==> config.mk <==
export PLATFORM = sky130hd
export DESIGN_NAME = motion2_int_gen
export DESIGN_NICKNAME = d
export VERILOG_FILES = /design/src/motion2_pkg.sv /design/src/persist_counter.sv /design/src/motion2_int_gen.sv
export VERILOG_INCLUDE_DIRS = /design/src
export SDC_FILE = /design/constraint.sdc
export NUM_CORES = 1
export LEC_CHECK = 0
export BUFFER_PORTS_ARGS = -buffer_cell sky130_fd_sc_hd__buf_2
export CAP_MARGIN = 20
export CORE_MARGIN = 3
export CORE_UTILIZATION = 62
export CTS_CLUSTER_DIAMETER = 120
export DETAILED_ROUTE_END_ITERATION = 8
export PLACE_DENSITY = 0.85
export SLEW_MARGIN = 20
export SYNTH_ARGS = -nofsm -noshare
export SYNTH_HDL_FRONTEND = slang
export SYNTH_SLANG_ARGS = --single-unit
==> constraint.sdc <==
create_clock -name REF_CLK -period 5.5 [get_ports REF_CLK]
set_input_delay 1.1 -clock REF_CLK [delete_from_list [all_inputs] [get_ports REF_CLK]]
set_output_delay 1.1 -clock REF_CLK [all_outputs]
set_load 0.02 [all_outputs]
==> src/motion2_regs.svh <==
/*
 * Register offsets, field positions and reset values of the second inertial
 * interrupt generator, the first generator's duration register and the tap axis
 * enables. Assumes inclusion by the interrupt generator module only.
 */
`ifndef MOTION2_REGS_SVH
`define MOTION2_REGS_SVH

`define OFS_MOTION1_MIN_DURATION 8'h33
`define OFS_MOTION2_CONFIG       8'h34
`define OFS_MOTION2_SOURCE_FLAGS 8'h35
`define OFS_MOTION2_THRESHOLD    8'h36
`define OFS_MOTION2_MIN_DURATION 8'h37
`define OFS_TAP_AXIS_ENABLES     8'h38

`define RST_REG8                 8'h00
`define CFG_AND_OR_BIT           7
`define CFG_SIX_DIR_BIT          6
`define SRC_PENDING_BIT          6
`define TAP_EN_WIDTH             6

`endif

==> src/motion2_pkg.sv <==
/*
 * Types shared by the motion interrupt generator.
 * Assumes nothing of its surroundings.
 */
package motion2_pkg;
    // Interrupt mode as decoded from and_or_select and six_direction_en.
    typedef enum logic [1:0] {
        MODE_OR,
        MODE_MOVE,
        MODE_AND,
        MODE_POSITION
    } motion_mode_t;

    typedef logic [7:0] reg8_t;
endpackage : motion2_pkg

==> src/persist_counter.sv <==
/*
 * Persistence qualifier: a condition is recognised only after it has held for
 * the programmed number of consecutive samples. Assumes a one-cycle sample strobe.
 */
`timescale 1ns/10ps
module persist_counter #(
    parameter int CNT_W = 7
) (
    input  wire logic             clk,
    input  wire logic             rst_n,
    input  wire logic             sample,
    input  wire logic             cond,
    input  wire logic [CNT_W-1:0] min_persist_count,
    output logic                  qualified
);
    logic [CNT_W-1:0] cnt_r;
    logic [CNT_W-1:0] cnt_nxt;
    logic             qual_r;
    logic             qual_nxt;

    // Saturating count of consecutive true samples; zero length qualifies at once.
    always_comb
    begin
        cnt_nxt  = cnt_r;
        qual_nxt = qual_r;
        if (sample)
        begin
            if (!cond)
            begin
                cnt_nxt  = '0;
                qual_nxt = 1'b0;
            end
            else if (cnt_r >= min_persist_count)
            begin
                qual_nxt = 1'b1;
            end
            else
            begin
                cnt_nxt  = cnt_r + 1'b1;
                qual_nxt = (cnt_r + 1'b1) >= min_persist_count;
            end
        end
    end

    // Count and verdict registers; reset forgets any partial run of samples.
    always_ff @(posedge clk or negedge rst_n)
    begin
        if (!rst_n)
        begin
            cnt_r  <= '0;
            qual_r <= 1'b0;
        end
        else
        begin
            cnt_r  <= cnt_nxt;
            qual_r <= qual_nxt;
        end
    end

    assign qualified = qual_r;
endmodule : persist_counter

==> src/motion2_int_gen.sv <==
/*
 * Second inertial interrupt generator with its register file, plus the first
 * generator's duration register and the tap axis enables. Assumes a simple
 * synchronous register port (address, write strobe, read strobe) from the
 * serial interface, and per-axis acceleration magnitudes with a sample strobe.
 */
`timescale 1ns/10ps
`include "motion2_regs.svh"

module motion2_int_gen (
    input  wire logic               REF_CLK,
    input  wire logic               RST_N,
    input  wire logic [7:0]         REG_ADDR,
    input  wire logic               REG_WR,
    input  wire logic               REG_RD,
    input  wire motion2_pkg::reg8_t REG_WDATA,
    output motion2_pkg::reg8_t      REG_RDATA,
    input  wire logic               SAMPLE_STB,
    input  wire logic [6:0]         ACC_X_MAG,
    input  wire logic [6:0]         ACC_Y_MAG,
    input  wire logic [6:0]         ACC_Z_MAG,
    input  wire logic               LATCH_EN,
    output logic                    MOTION2_IRQ,
    output logic [6:0]              MOTION1_MIN_DUR,
    output logic [5:0]              TAP_AXIS_EN
);
    import motion2_pkg::*;

    reg8_t        dur1_r, dur1_nxt, cfg_r, cfg_nxt, ths_r, ths_nxt, dur2_r, dur2_nxt;
    reg8_t        tap_r, tap_nxt, src_r, src_nxt, rdata_r, rdata_nxt;
    logic         irq_r, irq_nxt, known_d_r, known_d_nxt;
    motion_mode_t mode;
    logic [5:0]   raw_ev, en_ev;
    logic         comb_cond, known, fire, rd_src;

    // Reserved top bit is stored as written; the host keeps it zero.
    function automatic logic hit(input logic [7:0] a, input logic [7:0] b, input logic we);
        hit = we && (a == b);
    endfunction : hit

    // Mode decode from and_or_select and six_direction_en.
    always_comb
    begin
        case ({cfg_r[`CFG_AND_OR_BIT], cfg_r[`CFG_SIX_DIR_BIT]})
            2'b00:   mode = MODE_OR;
            2'b01:   mode = MODE_MOVE;
            2'b10:   mode = MODE_AND;
            2'b11:   mode = MODE_POSITION;
            default: mode = MODE_OR;
        endcase
    end

    // Raw events in source flag order: z above, z below, y above, ..., x below.
    always_comb
    begin
        raw_ev = {ACC_Z_MAG > ths_r[6:0], ACC_Z_MAG < ths_r[6:0],
                  ACC_Y_MAG > ths_r[6:0], ACC_Y_MAG < ths_r[6:0],
                  ACC_X_MAG > ths_r[6:0], ACC_X_MAG < ths_r[6:0]};
        en_ev  = raw_ev & cfg_r[5:0];
        // A known zone: one enabled axis event stands alone, i.e. one dominant axis.
        known  = (en_ev != 6'h00) && ((en_ev & (en_ev - 6'h01)) == 6'h00);
        case (mode)
            MODE_OR:       comb_cond = |en_ev;
            MODE_AND:      comb_cond = (cfg_r[5:0] != 6'h00) && (en_ev == cfg_r[5:0]);
            MODE_MOVE:     comb_cond = known && !known_d_r;
            MODE_POSITION: comb_cond = known;
            default:       comb_cond = 1'b0;
        endcase
    end

    // Minimum persistence measured in samples.
    persist_counter #(.CNT_W(7)) u_persist (
        .clk               (REF_CLK),
        .rst_n             (RST_N),
        .sample            (SAMPLE_STB),
        .cond              (comb_cond),
        .min_persist_count (dur2_r[6:0]),
        .qualified         (fire)
    );

    assign rd_src = REG_RD && (REG_ADDR == `OFS_MOTION2_SOURCE_FLAGS);

    // Register file, source flags and interrupt pin next state.
    always_comb
    begin
        dur1_nxt    = hit(REG_ADDR, `OFS_MOTION1_MIN_DURATION, REG_WR)
                      ? REG_WDATA : dur1_r;
        cfg_nxt     = hit(REG_ADDR, `OFS_MOTION2_CONFIG, REG_WR)
                      ? REG_WDATA : cfg_r;
        ths_nxt     = hit(REG_ADDR, `OFS_MOTION2_THRESHOLD, REG_WR)
                      ? REG_WDATA : ths_r;
        dur2_nxt    = hit(REG_ADDR, `OFS_MOTION2_MIN_DURATION, REG_WR)
                      ? REG_WDATA : dur2_r;
        tap_nxt     = hit(REG_ADDR, `OFS_TAP_AXIS_ENABLES, REG_WR)
                      ? {2'b00, REG_WDATA[5:0]} : tap_r;
        known_d_nxt = SAMPLE_STB ? known : known_d_r;
        src_nxt     = src_r;
        irq_nxt     = irq_r;
        // Read clears pending; a latched record is kept until read.
        if (rd_src)
        begin
            src_nxt[`SRC_PENDING_BIT] = 1'b0;
            irq_nxt                   = 1'b0;
            if (LATCH_EN)
                src_nxt[5:0] = 6'h00;
        end
        if (!LATCH_EN)
        begin
            // Unlatched: flags and pin follow the qualified condition.
            src_nxt[5:0] = fire ? en_ev : 6'h00;
            irq_nxt      = fire;
        end
        // A new event wins over a clear in the same cycle.
        if (fire)
        begin
            src_nxt[`SRC_PENDING_BIT] = 1'b1;
            src_nxt[5:0]              = (LATCH_EN ? src_nxt[5:0] : 6'h00) | en_ev;
            irq_nxt                   = 1'b1;
        end
        src_nxt[7] = 1'b0;
        rdata_nxt  = `RST_REG8;
        case (REG_ADDR)
            `OFS_MOTION1_MIN_DURATION: rdata_nxt = dur1_r;
            `OFS_MOTION2_CONFIG:       rdata_nxt = cfg_r;
            `OFS_MOTION2_SOURCE_FLAGS: rdata_nxt = src_r;
            `OFS_MOTION2_THRESHOLD:    rdata_nxt = ths_r;
            `OFS_MOTION2_MIN_DURATION: rdata_nxt = dur2_r;
            `OFS_TAP_AXIS_ENABLES:     rdata_nxt = tap_r;
            default:                   rdata_nxt = `RST_REG8;
        endcase
        if (!REG_RD)
            rdata_nxt = rdata_r;
    end

    // All control state resets to zero.
    always_ff @(posedge REF_CLK or negedge RST_N)
    begin
        if (!RST_N)
        begin
            dur1_r    <= `RST_REG8;
            cfg_r     <= `RST_REG8;
            ths_r     <= `RST_REG8;
            dur2_r    <= `RST_REG8;
            tap_r     <= `RST_REG8;
            src_r     <= `RST_REG8;
            rdata_r   <= `RST_REG8;
            irq_r     <= 1'b0;
            known_d_r <= 1'b0;
        end
        else
        begin
            dur1_r    <= dur1_nxt;
            cfg_r     <= cfg_nxt;
            ths_r     <= ths_nxt;
            dur2_r    <= dur2_nxt;
            tap_r     <= tap_nxt;
            src_r     <= src_nxt;
            rdata_r   <= rdata_nxt;
            irq_r     <= irq_nxt;
            known_d_r <= known_d_nxt;
        end
    end

    assign REG_RDATA       = rdata_r;
    assign MOTION2_IRQ     = irq_r;
    assign MOTION1_MIN_DUR = dur1_r[6:0];
    assign TAP_AXIS_EN     = tap_r[`TAP_EN_WIDTH-1:0];
endmodule : motion2_int_gen

==> impl_results.md <==
- Internal power component: 0.8753 mW
- Share of the cycle needed by the critical path after routing: 54.61%
- Horiz. Die Dim: 86.50 um
- Placeable core area: just over 6000 um^2
- Inserted Clock Buffers: 9
- Kind of critical path: in2reg
- Wire per inst: approximately 20 um
- Routability cong.: between 0.8 and 0.9
- Critical path endpoint category: flop
- Number of resized instances in the post-cts repair step: 0
- Number of cells produced by synthesis: between 300 and 400
- Vias in the first global route: roughly 3,300
- Clock buffer depth: 2
- Crit path required time: ~5.7 ns
- Worst Setup SP: ACC_Y_MAG[5]
- Area of the mapped netlist: between 4000 and 5000 um^2
- Setup repair after global routing missed its margin: false
- # Max-Cap Violations: 0
- Min-Delay Startpoint: MOTION2_IRQ$_DFFE_PN0P_
- Post-DP HPWL: between 7000 and 8000 um
- Worst flop-to-flop path startpoint: ths_r[5]$_DFFE_PN0P_
- Number of design-rule violations left by the first detailed-router iteration: 269
- Power share of the combinational group: 21.5%
- Power share of the sequential group: a little over two fifths
- Min Tclk post-route: about 3 ns
- Clk network pwr share: 35.7%
- Worst Clk Skew: approximately 0.0063 ns
- First-pass iteration count of the detailed router: 5
- Clock latency at the later pin of the worst-skew pair: around 0.35 ns
- Number of H-tree levels: 3
- Outcome: completed
- Max Transition Viols Final: 0
- First-pass GRT wire length: ~16,000 um
- Most used flip-flop cell after synthesis: sky130_fd_sc_hd__dfrtp_1
- Sequential standard cell area: around 1600 um^2
- Largest area contributor in the netlist: sky130_fd_sc_hd__dfrtp_1
- Combined area of the multi-input logic cells: approximately 2200 um^2
- Library cell used as clock root buffer: sky130_fd_sc_hd__clkbuf_8
- Total of warnings raised by yosys: 0
- Hold/Removal Path Class: reg2reg
- Post-Syn Area per Cell: between 10 and 15 um^2
- Setup TNS Final: 0 ns
- Leakage power summed over all cells: approximately 2.3 nW
- Final-stage net count: 520
- Cell types occupying the most area after synthesis: sky130_fd_sc_hd__dfrtp_1 (39%), sky130_fd_sc_hd__ha_1 (11%), sky130_fd_sc_hd__mux2_2 (8.7%)
- Relative area change from synthesis to final layout: 13.24%
- Share of total power consumed by net switching: between 20% and 30%
- Vert. Die Dim: 86.50 um
- Final count of negative-setup-slack endpoints: 0
- Number of diodes: 0
- Number of flops mapped to enable cells by yosys: 0
- TritonCTS clock tree: built
- Routed wire length: approximately 10,000 um
- Antenna violations before repair: 0
- Sw power: ~0.36 mW
- Starting density of the core: between 60% and 70%
- Clock sink total: 63
- Share of final-layout standard cells stronger than drive strength 1: between 30% and 40%
- Number of primary I/O pins: 65
- Sequential cell area fraction in the yosys report: approximately two fifths
- Flip-flop and latch count after synthesis: 63
- Commonest non-fill, non-tap cells in the layout: sky130_fd_sc_hd__buf_2 (64), sky130_fd_sc_hd__dfrtp_1 (63), sky130_fd_sc_hd__ha_1 (36)
- Most frequent standard cell in the layout excluding fill and tap cells: sky130_fd_sc_hd__buf_2
- Fraction of registers with async set/reset: 100.0%
- Setup repair bufs after CTS: 0
- Largest fanout on the critical path: 6
- Achievable frequency: between 300 and 400 MHz
- PD cells: ~270 nW/um^2
- Average vias per placed instance: between 6 and 7
- Number of buffer cells added on primary ports: 64
- Clock-pin slew on the worst setup and hold paths: 0.07 ns
- Filler cells: 438
- Distinct cell type count after synthesis: a little over 60
- Die Outline Area: 7482 um^2
- Number of buffers inserted for hold repair after clock tree synthesis: 0
- Grt ovf: 0
- Overall global routing resource usage: between 20% and 30%
- Mapped Nets: between 400 and 500
- Measured slew at the worst slew-check pin: 0.9689 ns
- Final ANT Viol Nets: 0
- Maximum VDD drop: ~230 uV
- Slew margin rel.: ~35%
- Startpoint kind of the worst setup timing path: primary input
- Final hold violation count: 0
- Arrival time at the worst endpoint: approximately 3.2 ns
- Min Hold Slack: about 0.48 ns
- Largest net degree at the start of global routing: between 60 and 70
- Number of standard-cell rows in the floorplan: 28
- Area share of the largest cell type after synthesis: between 30% and 40%
- Vias after detailed routing: 3,334
- DRC viols: 0
[worst max-delay path, stage by stage]
cell	delay, ns
sky130_fd_sc_hd__buf_2	0.11
sky130_fd_sc_hd__ha_1	0.31
sky130_fd_sc_hd__o21ai_0	0.27
sky130_fd_sc_hd__nor2_2	0.11
sky130_fd_sc_hd__nor4b_4	0.45
sky130_fd_sc_hd__nor4_1	0.13
sky130_fd_sc_hd__o31a_4	0.32
sky130_fd_sc_hd__a221oi_1	0.28
sky130_fd_sc_hd__o22ai_1	0.13
[cell type report]
class,instances,share of cell area (%)
clock buffer,11,3.108
clock inverter,4,1.540
inverter,23,1.898
multi-input combinational,278,49.37
sequential,63,34.65
tap,75,2.063
timing repair buffer,66,7.371
[logic make-up (layout without fill, tap and decap cells)]
kind of cell	after synthesis	in the layout	share of synthesized area, %
AOI/OAI and AO/OA	94	94	18.66
xor gates and xnor gates	7	7	1.526
DFF	63	63	39.24
and+or+nand+nor	104	104	13.89
buffers and inverters	44	104	4.983
adders and majority gates	36	36	11.21
muxes	37	37	10.50
[power groups by stage]
stage / combinational, mW / clock, mW / sequential, mW
after floorplan: 0.180 / 0 / 0.535
after global placement: 0.249 / 0 / 0.535
after detailed placement: 0.262 / 0 / 0.537
after CTS: 0.266 / 0.442 / 0.529
after global routing: 0.299 / 0.461 / 0.534
final: 0.265 / 0.441 / 0.530
[Yosys cell counts, drive strengths merged (7+ instances only)]
master and instances:
ha 36, nand2 31, mux2 31, a221oi 9, dfrtp 63, inv 23, clkbuf 8, a21oi 18
buf 12, nand3 15, a22o 7, o21ai 19, nor2 24
[flip-flops by register name (all words and copies together) (netlist names)]
signal	cells
src_r	7
dur2_r	8
known_d_r	1
dur1_r	8
tap_r	6
MOTION2_IRQ	1
REG_RDATA	8
cfg_r	8
u_persist.cnt_r	7
ths_r	8
u_persist.qualified	1
[through the flow]
step | setup WS (ns) | total power, mW | instances | cell area, um^2 | utilization [%]
detailed placement | 2.145 | 0.7990 | 505 | 4333 | 71.08
floorplan | 2.495 | 0.7144 | 385 | 4018 | -
CTS | 2.451 | 1.236 | 520 | 4544 | 74.55
global route | 2.381 | 1.294 | 520 | 4549 | 74.63
finish | 2.496 | 1.236 | 520 | 4549 | 74.63
global placement | 2.197 | 0.7843 | 505 | 4333 | 71.08
[routing by layer]
metal | global-route usage (%) | vias up | wire (um)
met5 | 0 | - | 0
met4 | 10.91 | 0 | 380
met3 | 6.654 | 39 | 668
met2 | 46.11 | 150 | 4807
met1 | 37.48 | 1621 | 4258
li1 | - | 1524 | -
[final timing paths]
path	end	depth (start not counted)	slack (ns)
worst max-delay path	u_persist.cnt_r[3]$_DFFE_PN0P_	9	2.50
worst min-delay path	MOTION2_IRQ$_DFFE_PN0P_	1	0.48
worst max register to register	u_persist.cnt_r[3]$_DFFE_PN0P_	9	2.82
worst min register to register	MOTION2_IRQ$_DFFE_PN0P_	1	0.48
max in group asynchronous	tap_r[4]$_DFFE_PN0P_	2	4.06
min in group asynchronous	src_r[1]$_DFF_PN0_	2	0.92
(Power assumes the default switching activity.)
